==> src/pstf_pkg.sv <==
// Shared types, timing constants and parameter set decoding for the port filter
package pstf_pkg;

    // =====================================================================
    // Clock and timebase
    // =====================================================================
    localparam int CLK_MHZ = 250;
    localparam int TICK_US = 1000;
    localparam int TICK_CYCLES = TICK_US * CLK_MHZ;
    localparam int MS_PER_TICK = TICK_US / 1000;

    // =====================================================================
    // Filter times per parameter set
    // =====================================================================
    localparam int STABLE_OSSD_MS = 100;
    localparam int MONITOR_OSSD_MS = 2000;
    localparam int STABLE_CONTACT_MS = 500;
    localparam int MONITOR_CONTACT_MS = 10000;

    // Longest off-going test pulse of an electronic output
    localparam int TP_MAX_US = 1000;
    localparam int TP_MAX_CYCLES = TP_MAX_US * CLK_MHZ;

    localparam int CNT_W = 14;
    typedef logic [CNT_W-1:0] tick_cnt_t;

    localparam tick_cnt_t STABLE_OSSD_TICKS = tick_cnt_t'(STABLE_OSSD_MS / MS_PER_TICK);
    localparam tick_cnt_t MONITOR_OSSD_TICKS = tick_cnt_t'(MONITOR_OSSD_MS / MS_PER_TICK);
    localparam tick_cnt_t STABLE_CONTACT_TICKS = tick_cnt_t'(STABLE_CONTACT_MS / MS_PER_TICK);
    localparam tick_cnt_t MONITOR_CONTACT_TICKS = tick_cnt_t'(MONITOR_CONTACT_MS / MS_PER_TICK);

    // =====================================================================
    // Types
    // =====================================================================
    typedef enum logic [1:0] {
        PSET_OSSD_1W = 2'h0,
        PSET_OSSD_2W = 2'h1,
        PSET_CONTACT_PAIR = 2'h2,
        PSET_DUAL_SINGLE = 2'h3
    } pset_e;

    typedef enum logic [3:0] {
        F_IDLE = 4'h1,
        F_WATCH = 4'h2,
        F_ON = 4'h4,
        F_FAULT = 4'h8
    } filt_state_e;

    typedef struct packed {
        tick_cnt_t stable;
        tick_cnt_t monitor;
    } timing_s;

    typedef struct packed {
        logic a;
        logic b;
    } chan_pair_s;

    // =====================================================================
    // Parameter set decoding
    // =====================================================================
    function automatic logic pset_electronic(input pset_e t);
        return (t == PSET_OSSD_1W) || (t == PSET_OSSD_2W);
    endfunction : pset_electronic

    function automatic timing_s pset_timing(input pset_e t);
        timing_s r;
        if (pset_electronic(t))
        begin
            r.stable = STABLE_OSSD_TICKS;
            r.monitor = MONITOR_OSSD_TICKS;
        end
        else
        begin
            r.stable = STABLE_CONTACT_TICKS;
            r.monitor = MONITOR_CONTACT_TICKS;
        end
        return r;
    endfunction : pset_timing

endpackage : pstf_pkg

==> src/pstf_tick_gen.sv <==
// Fixed timebase tick for the filter counters
`timescale 1ns/1ps
module pstf_tick_gen #(
    parameter int DIV = pstf_pkg::TICK_CYCLES
) (
    // Clock and reset
    input wire logic i_clk,
    input wire logic i_rstn,
    // Tick
    output logic o_tick
);
    localparam int W = $clog2(DIV);

    logic [W-1:0] cnt_reg;
    logic tick_reg;

    // =====================================================================
    // Divider
    // =====================================================================
    always_ff @(posedge i_clk)
    begin
        if (!i_rstn)
        begin
            cnt_reg <= '0;
            tick_reg <= 1'b0;
        end
        else if (cnt_reg == W'(DIV - 1))
        begin
            cnt_reg <= '0;
            tick_reg <= 1'b1;
        end
        else
        begin
            cnt_reg <= cnt_reg + W'(1);
            tick_reg <= 1'b0;
        end
    end

    assign o_tick = tick_reg;

endmodule : pstf_tick_gen

==> src/pstf_stable_filter.sv <==
// Stable-time and monitoring-time filter for one channel or one channel pair
`timescale 1ns/1ps
module pstf_stable_filter (
    // Clock and reset
    input wire logic i_clk,
    input wire logic i_rstn,
    // Control
    input wire logic i_restart,
    input wire logic i_tick,
    input wire logic i_two_ch,
    input wire pstf_pkg::timing_s i_timing,
    input wire logic i_force_fault,
    // Inputs
    input wire pstf_pkg::chan_pair_s i_on,
    // Result
    output logic o_enable,
    output logic o_fault
);
    pstf_pkg::filt_state_e state_reg;
    pstf_pkg::filt_state_e state_next;
    pstf_pkg::tick_cnt_t stab_reg;
    pstf_pkg::tick_cnt_t mon_reg;
    pstf_pkg::chan_pair_s prev_reg;
    logic all_on;
    logic any_on;
    logic held;
    logic qualified;
    logic expired;

    assign all_on = i_two_ch ? (i_on.a & i_on.b) : i_on.a;
    assign any_on = i_two_ch ? (i_on.a | i_on.b) : i_on.a;
    // A lone channel must not be restarted by its unused neighbour bit
    assign held = all_on && (i_two_ch ? (i_on == prev_reg) : (i_on.a == prev_reg.a));
    assign qualified = held && (stab_reg >= i_timing.stable);
    assign expired = i_tick && (mon_reg >= i_timing.monitor - pstf_pkg::tick_cnt_t'(1));

    // =====================================================================
    // State
    // =====================================================================
    always_comb
    begin
        state_next = state_reg;
        case (state_reg)
            pstf_pkg::F_IDLE:
            begin
                if (i_force_fault)
                    state_next = pstf_pkg::F_FAULT;
                else if (any_on)
                    state_next = pstf_pkg::F_WATCH;
            end
            pstf_pkg::F_WATCH:
            begin
                if (i_force_fault)
                    state_next = pstf_pkg::F_FAULT;
                else if (qualified)
                    state_next = pstf_pkg::F_ON;
                else if (expired)
                    state_next = pstf_pkg::F_FAULT;
                else if (i_two_ch && !any_on)
                    state_next = pstf_pkg::F_IDLE;
            end
            pstf_pkg::F_ON:
            begin
                if (i_force_fault)
                    state_next = pstf_pkg::F_FAULT;
                else if (!all_on)
                    state_next = pstf_pkg::F_IDLE;
            end
            pstf_pkg::F_FAULT:
            begin
                // Fault holds until every input is off again
                if (!any_on && !i_force_fault)
                    state_next = pstf_pkg::F_IDLE;
            end
            default:
                state_next = pstf_pkg::F_FAULT;
        endcase
    end

    always_ff @(posedge i_clk)
    begin
        if (!i_rstn || i_restart)
            state_reg <= pstf_pkg::F_IDLE;
        else
            state_reg <= state_next;
    end

    // =====================================================================
    // Stable-time counter: any change of a channel in use restarts it
    // =====================================================================
    always_ff @(posedge i_clk)
    begin
        if (!i_rstn || i_restart || state_reg != pstf_pkg::F_WATCH || !held)
            stab_reg <= '0;
        else if (i_tick && stab_reg < i_timing.stable)
            stab_reg <= stab_reg + pstf_pkg::tick_cnt_t'(1);
    end

    always_ff @(posedge i_clk)
    begin
        if (!i_rstn)
            prev_reg <= '0;
        else
            prev_reg <= i_on;
    end

    // =====================================================================
    // Monitoring-time counter
    // =====================================================================
    always_ff @(posedge i_clk)
    begin
        if (!i_rstn || i_restart || state_reg != pstf_pkg::F_WATCH)
            mon_reg <= '0;
        else if (i_tick)
            mon_reg <= mon_reg + pstf_pkg::tick_cnt_t'(1);
    end

    assign o_enable = (state_reg == pstf_pkg::F_ON);
    assign o_fault = (state_reg == pstf_pkg::F_FAULT);

endmodule : pstf_stable_filter

==> src/port_stable_time_filter.sv <==
// Per-port input qualification: parameter sets, test pulse masking, cross-fault, filters
`timescale 1ns/1ps
module port_stable_time_filter #(
    parameter int NUM_PORTS = 8,
    parameter int TICK_DIV = pstf_pkg::TICK_CYCLES,
    parameter int TP_MAX = pstf_pkg::TP_MAX_CYCLES
) (
    // Clock and reset
    input wire logic I_CLK,
    input wire logic I_RSTN,
    // Port configuration
    input wire logic [NUM_PORTS-1:0][1:0] I_PORT_SET,
    // Safety inputs
    input wire logic [NUM_PORTS-1:0] I_CH_A,
    input wire logic [NUM_PORTS-1:0] I_CH_B,
    // Present level of the device's own test pulse outputs
    input wire logic [NUM_PORTS-1:0] I_TP_OUT_A,
    input wire logic [NUM_PORTS-1:0] I_TP_OUT_B,
    // Qualified results
    output logic [NUM_PORTS-1:0] O_SAFE_ON,
    output logic [NUM_PORTS-1:0] O_SAFE_ON_B,
    output logic [NUM_PORTS-1:0] O_PORT_FAULT,
    // Diagnostics and wiring
    output logic [NUM_PORTS-1:0] O_CROSS_FAULT,
    output logic [NUM_PORTS-1:0] O_TP_SEEN,
    output logic [NUM_PORTS-1:0] O_XF_ACTIVE,
    output logic [NUM_PORTS-1:0] O_TWO_WIRE
);
    localparam int TPW = $clog2(TP_MAX + 1);

    logic tick;

    // =====================================================================
    // Timebase
    // =====================================================================
    pstf_tick_gen #(
        .DIV(TICK_DIV)
    ) u_tick (
        .i_clk(I_CLK),
        .i_rstn(I_RSTN),
        .o_tick(tick)
    );

    // =====================================================================
    // Per-port logic
    // =====================================================================
    for (genvar p = 0; p < NUM_PORTS; p++)
    begin : g_port
        pstf_pkg::pset_e set_reg;
        pstf_pkg::pset_e set_in;
        pstf_pkg::timing_s timing;
        pstf_pkg::chan_pair_s raw;
        pstf_pkg::chan_pair_s filt;
        pstf_pkg::chan_pair_s pair_on;
        pstf_pkg::chan_pair_s single_b_on;
        logic [1:0][TPW-1:0] low_cnt_reg;
        logic [1:0] was_on_reg;
        logic restart;
        logic electronic;
        logic two_ch;
        logic is_dual;
        logic xf_now;
        logic xf_reg;
        logic seen_reg;
        logic en_a;
        logic en_b;
        logic flt_a;
        logic flt_b;

        assign set_in = pstf_pkg::pset_e'(I_PORT_SET[p]);
        assign restart = (set_in != set_reg);
        assign electronic = pstf_pkg::pset_electronic(set_reg);
        assign is_dual = (set_reg == pstf_pkg::PSET_DUAL_SINGLE);
        assign two_ch = !is_dual;
        assign timing = pstf_pkg::pset_timing(set_reg);
        assign raw = '{a: I_CH_A[p], b: I_CH_B[p]};

        // A set change drops both filters back to idle before the new times apply
        always_ff @(posedge I_CLK)
        begin
            if (!I_RSTN)
                set_reg <= pstf_pkg::PSET_CONTACT_PAIR;
            else
                set_reg <= set_in;
        end

        // =================================================================
        // Off-going test pulse masking for electronic outputs
        // =================================================================
        // Costs up to one pulse length of extra delay on a real switch-off
        for (genvar c = 0; c < 2; c++)
        begin : g_ch
            logic ch_raw;

            assign ch_raw = (c == 0) ? raw.a : raw.b;

            always_ff @(posedge I_CLK)
            begin
                if (!I_RSTN || ch_raw)
                    low_cnt_reg[c] <= (ch_raw && I_RSTN) ? '0 : TPW'(TP_MAX);
                else if (low_cnt_reg[c] < TPW'(TP_MAX))
                    low_cnt_reg[c] <= low_cnt_reg[c] + TPW'(1);
            end

            always_ff @(posedge I_CLK)
            begin
                if (!I_RSTN)
                    was_on_reg[c] <= 1'b0;
                else
                    was_on_reg[c] <= ch_raw;
            end
        end

        assign filt.a = raw.a || (electronic && low_cnt_reg[0] < TPW'(TP_MAX));
        assign filt.b = raw.b || (electronic && low_cnt_reg[1] < TPW'(TP_MAX));

        // Sticky: a short low that came back high before the limit is a test pulse
        always_ff @(posedge I_CLK)
        begin
            if (!I_RSTN || restart)
                seen_reg <= 1'b0;
            else if (electronic && ((raw.a && !was_on_reg[0] && low_cnt_reg[0] != '0
                     && low_cnt_reg[0] < TPW'(TP_MAX)) || (raw.b && !was_on_reg[1]
                     && low_cnt_reg[1] != '0 && low_cnt_reg[1] < TPW'(TP_MAX))))
                seen_reg <= 1'b1;
        end

        // =================================================================
        // Cross-fault check for contact sets
        // =================================================================
        // An input reading high while its own supply pulse is low is fed elsewhere
        assign xf_now = !electronic && ((raw.a && !I_TP_OUT_A[p]) ||
                                        (raw.b && !I_TP_OUT_B[p]));

        always_ff @(posedge I_CLK)
        begin
            if (!I_RSTN || restart || electronic)
                xf_reg <= 1'b0;
            else if (xf_now)
                xf_reg <= 1'b1;
            else if (!raw.a && !raw.b)
                xf_reg <= 1'b0;
        end

        // =================================================================
        // Filters
        // =================================================================
        assign pair_on = filt;
        assign single_b_on = '{a: filt.b, b: 1'b0};

        pstf_stable_filter u_filt_a (
            .i_clk(I_CLK),
            .i_rstn(I_RSTN),
            .i_restart(restart),
            .i_tick(tick),
            .i_two_ch(two_ch),
            .i_timing(timing),
            .i_force_fault(xf_reg),
            .i_on(pair_on),
            .o_enable(en_a),
            .o_fault(flt_a)
        );

        pstf_stable_filter u_filt_b (
            .i_clk(I_CLK),
            .i_rstn(I_RSTN),
            .i_restart(restart || !is_dual),
            .i_tick(tick),
            .i_two_ch(1'b0),
            .i_timing(timing),
            .i_force_fault(xf_reg),
            .i_on(single_b_on),
            .o_enable(en_b),
            .o_fault(flt_b)
        );

        // =================================================================
        // Outputs
        // =================================================================
        always_ff @(posedge I_CLK)
        begin
            if (!I_RSTN)
            begin
                O_SAFE_ON[p] <= 1'b0;
                O_SAFE_ON_B[p] <= 1'b0;
                O_PORT_FAULT[p] <= 1'b0;
                O_CROSS_FAULT[p] <= 1'b0;
                O_TP_SEEN[p] <= 1'b0;
                O_XF_ACTIVE[p] <= 1'b0;
                O_TWO_WIRE[p] <= 1'b0;
            end
            else
            begin
                O_SAFE_ON[p] <= en_a && !restart;
                O_SAFE_ON_B[p] <= (two_ch ? en_a : en_b) && !restart;
                O_PORT_FAULT[p] <= flt_a || (is_dual && flt_b);
                O_CROSS_FAULT[p] <= xf_reg;
                O_TP_SEEN[p] <= seen_reg;
                O_XF_ACTIVE[p] <= !electronic;
                O_TWO_WIRE[p] <= (set_reg == pstf_pkg::PSET_OSSD_2W);
            end
        end
    end

endmodule : port_stable_time_filter

==> config.mk <==
export PLATFORM = sky130hd
export DESIGN_NAME = port_stable_time_filter
export DESIGN_NICKNAME = d
export VERILOG_FILES = /design/src/pstf_pkg.sv /design/src/pstf_tick_gen.sv /design/src/pstf_stable_filter.sv /design/src/port_stable_time_filter.sv
export SDC_FILE = /design/constraint.sdc
export NUM_CORES = 2
export LEC_CHECK = 0
export BUFFER_PORTS_ARGS = -buffer_cell sky130_fd_sc_hd__buf_4
export CAP_MARGIN = 30
export CORE_MARGIN = 1.5
export CORE_UTILIZATION = 49
export CTS_CLUSTER_SIZE = 20
export DETAILED_ROUTE_END_ITERATION = 16
export GPL_TIMING_DRIVEN = 1
export PLACE_DENSITY_LB_ADDON = 0.15
export SLEW_MARGIN = 15
export SYNTH_ARGS = -nofsm -noshare
export SYNTH_HDL_FRONTEND = slang
export SYNTH_SLANG_ARGS = --single-unit
==> constraint.sdc <==
create_clock -name I_CLK -period 4.25 [get_ports I_CLK]
set_input_delay 0.425 -clock I_CLK [delete_from_list [all_inputs] [get_ports I_CLK]]
set_output_delay 0.425 -clock I_CLK [all_outputs]
set_load 0.02 [all_outputs]
* After elaboration in Yosys (flattened, before gate mapping)
Index checks and enable logic that the tools add are counted.
Widths: inputs -> output; s select.
** Word-level totals
- Register bits after elaboration :: 939
- Input bits :: 50
- Output and inout port bits :: 56
- Word-level logic and storage cells :: 1304
** Cells by class
- Add/subtract/negate cells :: 57
- Magnitude comparators :: 64
- Eq/ne operators :: 193
- Multiplexer cells :: 257
- Bitwise operators :: 17
- Reductions and logical operators :: 538
** Operators by type and width (count)
- $mux 18 :: 48
- $mux 4 :: 136
- $add 14x1->14 const B :: 32
- $add 18x1->18 const B :: 17
- $lt 18x18->1 const B :: 16
- $reduce_bool 18->1 :: 16
- $pmux 4 s4 :: 16
- $logic_and 1x1->1 :: 232
- $ge 14x14->1 :: 16
- $ge 14x9->1 :: 16
- $lt 14x9->1 :: 16
- $mux 23 :: 8
- $logic_or 1x1->1 :: 128
- $logic_not 1->1 :: 113
- $sub 14x1->14 const B :: 8
- $ne 4x2->1 const B :: 24
- $eq 4x1->1 const B :: 16
- $eq 4x2->1 const B :: 16
- $eq 4x3->1 const B :: 16
- $eq 4x4->1 const B :: 16
- $reduce_and 4->1 :: 16
- $mux 1 :: 49
- $ne 3x2->1 const B :: 16
- $ne 3x3->1 const B :: 16
- other kinds (14) :: 123

* Longest topological paths before layout
- Word-level depth :: 13
- Depth in mapped cells :: 12
- Depth with buffers taken out :: 12

* Hierarchy
A second synthesis with hierarchy kept.
** Second synthesis, totals
- Cell total of the unflattened synthesis :: 7172
- Area, all modules :: 61705.4 sq um
** By module, submodules not included
- pstf_stable_filter at g_port[0].u_filt_a ... :: times used 13, cells each 307, area an instance 2484.9 sq um, sequential area each 680.7 sq um
- port_stable_time_filter :: times used 1, cells each 2157, area an instance 21017.7 sq um, sequential area each 10730.3 sq um
- pstf_stable_filter at g_port[2].u_filt_b ... :: times used 2, cells each 306, area an instance 2483.6 sq um, sequential area each 680.7 sq um
- pstf_stable_filter at g_port[7].u_filt_b :: times used 1, cells each 316, area an instance 2565.0 sq um, sequential area each 680.7 sq um
- pstf_tick_gen :: times used 1, cells each 96, area an instance 852.1 sq um, sequential area each 380.4 sq um

* Worst setup path after synthesis
Ideal clock, no wire load.
- Path type :: flip-flop to flip-flop
- From :: register g_port[5].low_cnt_reg[29] (netlist name)
- To :: register g_port[5].u_filt_a.state_reg[0]
- Library setup time :: 122 ps
- Arrival time :: 3021 ps
- Required time :: 4128 ps
- Path slack :: 1107 ps
- Stages on the path, launching flop included :: 12
- Buffers on the path :: 0
- Period minus slack after synthesis :: 3143 ps
- Cells stage by stage :: edfxtp_1 -> or4_1 -> a211oi_2 -> o21ai_0 -> nand2_1 -> ha_1 -> nand2b_1 -> a21oi_1 -> o21ai_0 -> o41ai_1 -> o211ai_1 -> a221o_1
** RTL lines
- start, declared :: line port_stable_time_filter.sv:56 : logic [1:0][TPW-1:0] low_cnt_reg;
- start signal, assigned by index :: line port_stable_time_filter.sv:100 : low_cnt_reg[c] <= (ch_raw && I_RSTN) ? '0 : TPW'(TP_MAX);
- start signal, assigned by index :: line port_stable_time_filter.sv:102 : low_cnt_reg[c] <= low_cnt_reg[c] + TPW'(1);
- end signal, assigned :: line pstf_stable_filter.sv:83 : state_reg <= pstf_pkg::F_IDLE;
- end signal, assigned :: line pstf_stable_filter.sv:85 : state_reg <= state_next;
- end, declared :: line pstf_stable_filter.sv:19 : pstf_pkg::filt_state_e state_reg;

==> run metrics <==
crit start category=flop; worst-case clock buffer depth=3; WL per Instance=between 10 and 15 µm; grt total ovfl=0; RSZ-0062 raised after global routing=false; Net Sw Frac=between 20% and 30%; fin nets=5380; antenna violations before repair=2; commonest cells in the synthesized netlist=nor2_1 (820), dfxtp_1 (651), xor2_1 (369), nand2_1 (325), edfxtp_1 (288); DIE AREA=between 90000 and 100000 µm²; I/O pin total=around 110; final WL=~95000 µm; antenna cells=0; DRT Pass-1 Iters=7; Seq/Total Area, Yosys=between 40 and 50%; Sequential Power Share=between 40% and 50%; Crit. End Element=flop; Hold-fix buffers, CTS=18; setup TNS=0 ps; Avg Inst Size Synth=around 9.2 µm²; Std-Cell Core Area=roughly 94000 µm²; NetSw=roughly 4.5 mW; EDFF count, synth=between 200 and 300; Die W=~310 µm; met1 wire length=47100 µm; Area growth syn-to-layout=12.2%; PwrDens=about 380 nW/µm²; Routed Antenna Nets=0; Synth Cell Area=46400 µm²; H-tree depth=3; WP data required=between 4000 and 5000 ps; CP arrival=about 4200 ps; status=finished, final reports clean; Tightest Pin Transition=987 ps; via count=approximately 35000; Comb pwr share=approximately 4.8%; TritonCTS clock tree=yes; Hold Fails Final Rpt=0; Synth top area share=between 20 and 30%; CTS Sinks=between 900 and 1000; Worst Path Class, Setup=flop to flop; routability cong.=~0.84; met3 routed WL=approximately 3400 µm; synthesized flop and latch total=~940; Clk pwr share=between 40% and 50%; post-CTS sizing=0; Area contributors post-synth=dfxtp_1 (28%), edfxtp_1 (19%), xor2_1 (7.0%), nor2_1 (6.6%), ha_1 (5.0%); Primary FF master, synth=dfxtp_1; largest net degree at the start of global routing=approximately 120; skew final=about 25 ps; highest routed layer=met5; row count=approximately 110; VDD IR max=0.306 mV; GRT Util Overall=between 10% and 20%; static leakage power=about 19 nW; HP Class=input port to flop; Worst slew margin=33.3%; worst hold margin=81.4 ps; vias in the first global route=33467; fraction of registers with async set/reset=0%; chip height=between 300 and 400 µm; FMAX=between 200 and 300 MHz; Yosys cell types=96; crit path max fanout=10; Largest register FFs=approximately 290; # setup viols final=0; max-capacitance violation count=0; IO buf count=~110; Starting Density=49.5%; first-pass GRT wire length=around 160000 µm; met2 wire length=between 40000 and 50000 µm; setup bufs post-CTS=0; area leader, netlist=dfxtp_1; CTS Buf Count=slightly above 100; period utilization=85.7%; yosys warns=0; Clock Latency Late Sink=between 600 and 700 ps; fin crit period=between 3000 and 4000 ps; DRT iter0 DRCs=~2100; Internal=about 15 mW; DRC violations left=0; Avg Vias per Cell=roughly 5.4; Root Driver=clkbuf_16; Post-DP HPWL=approximately 64000 µm; syn nets=between 5000 and 6000; Final Max Slew Viols=0; Worst-path clk slew=roughly 60 ps; layout cells sized above 1=approximately 6.7%; count leader, synth=nor2_1; Cells after Synth=5039
-- cell usage in the layout, fill, tap and decap left out, drive strengths merged, types with 14 or more instances in the layout --
| cell | instances |
|---|---|
| and2 | 75 |
| nor2 | 820 |
| nand2b | 45 |
| a31oi | 35 |
| clkbuf | 144 |
| a311o | 15 |
| o2111ai | 14 |
| nor3 | 97 |
| or2 | 22 |
| and3 | 184 |
| buf | 134 |
| nor4b | 19 |
| edfxtp | 288 |
| or3 | 75 |
| nand3 | 224 |
| o21a | 32 |
| nand2 | 325 |
| xnor2 | 210 |
| a211oi | 30 |
| and4 | 30 |
| nor4 | 68 |
| o21ai | 262 |
| or4 | 25 |
| o31ai | 19 |
| nand4 | 179 |
| nand3b | 14 |
| nor2b | 14 |
| dfxtp | 651 |
| mux2i | 42 |
| ha | 185 |
| clkinv | 35 |
| inv | 206 |
| xor2 | 369 |
| nand4b | 14 |
| dlygate4sd3 | 18 |
| a21oi | 130 |
-- final timing paths --
| kind | startpoint | cells after the start | slack [ps] | endpoint |
|---|---|---|---|---|
| worst min register to register | g_port[0].u_filt_a.stab_reg[10] | 2 | 420 | g_port[0].u_filt_a.stab_reg[10] |
| worst min-delay path | I_TP_OUT_B[5] | 3 | 80 | g_port[5].xf_reg |
| worst max register to register | g_port[5].low_cnt_reg[29] | 11 | 610 | g_port[5].u_filt_a.stab_reg[0] |
| worst max-delay path | g_port[5].low_cnt_reg[29] | 11 | 610 | g_port[5].u_filt_a.stab_reg[0] |
-- layer usage --
metal / vias up / global-route usage [%]
met5: - / 0
met4: 2 / 5.68
met3: 129 / 2.83
met2: 474 / 31.1
met1: 16496 / 27.0
li1: 18046 / -
-- cells by family after synthesis --
family                   share of synthesized area (%)
AO/OA/AOI/OAI                                     9.54
XOR/XNOR                                          10.9
adder cells (fa/ha/maj)                           4.99
buffers and inverters                             2.88
flip-flops                                        46.7
multiplexers                                     0.979
AND/OR/NAND/NOR                                   23.9
-- final cells by class --
class / count / area, µm²
Clock inverter: 46 / 464
Inverter: 204 / 766
Sequential cell: 939 / 21700
Multi-Input combinational cell: 3746 / 23400
Tap cell: 1254 / 1570
Timing Repair Buffer: 152 / 1230
Fill cell: 8477 / 41600
Clock buffer: 144 / 2950
-- power by group through the flow --
stage / combinational (mW) / clock, mW / sequential (mW)
2_1_floorplan: 0.671 / 0 / 9.80
3_3_place_gp: 0.925 / 0 / 9.86
3_5_place_dp: 0.935 / 0 / 9.86
4_1_cts: 0.955 / 9.20 / 9.67
5_1_grt: 1.07 / 9.57 / 9.71
6_report: 0.949 / 8.95 / 9.68
-- critical path, cell delays in order (launching register included) --
cell and delay, ps:
edfxtp_1 460, or4_1 590, a211oi_2 390, o21ai_0 220
nand2_1 200, ha_1 260, nand2b_1 140, a21oi_1 130
o21ai_0 140, nor3_1 470, nand2_1 370, nor2_1 190
-- stage by stage --
stage               cell area [µm²]  power, mW  instances  setup slack (ps)  util, %
CTS                           52000       19.8       6485               680     55.6
global route                  52000       20.4       6485               304     55.6
global placement              48400       10.8       6276               778     51.7
detailed placement            48400       10.8       6277               706     51.7
floorplan                     46400       10.5       5039              1110        -
finish                        52000       19.6       6485               606     55.6
Power figures use the tool's default switching activity.
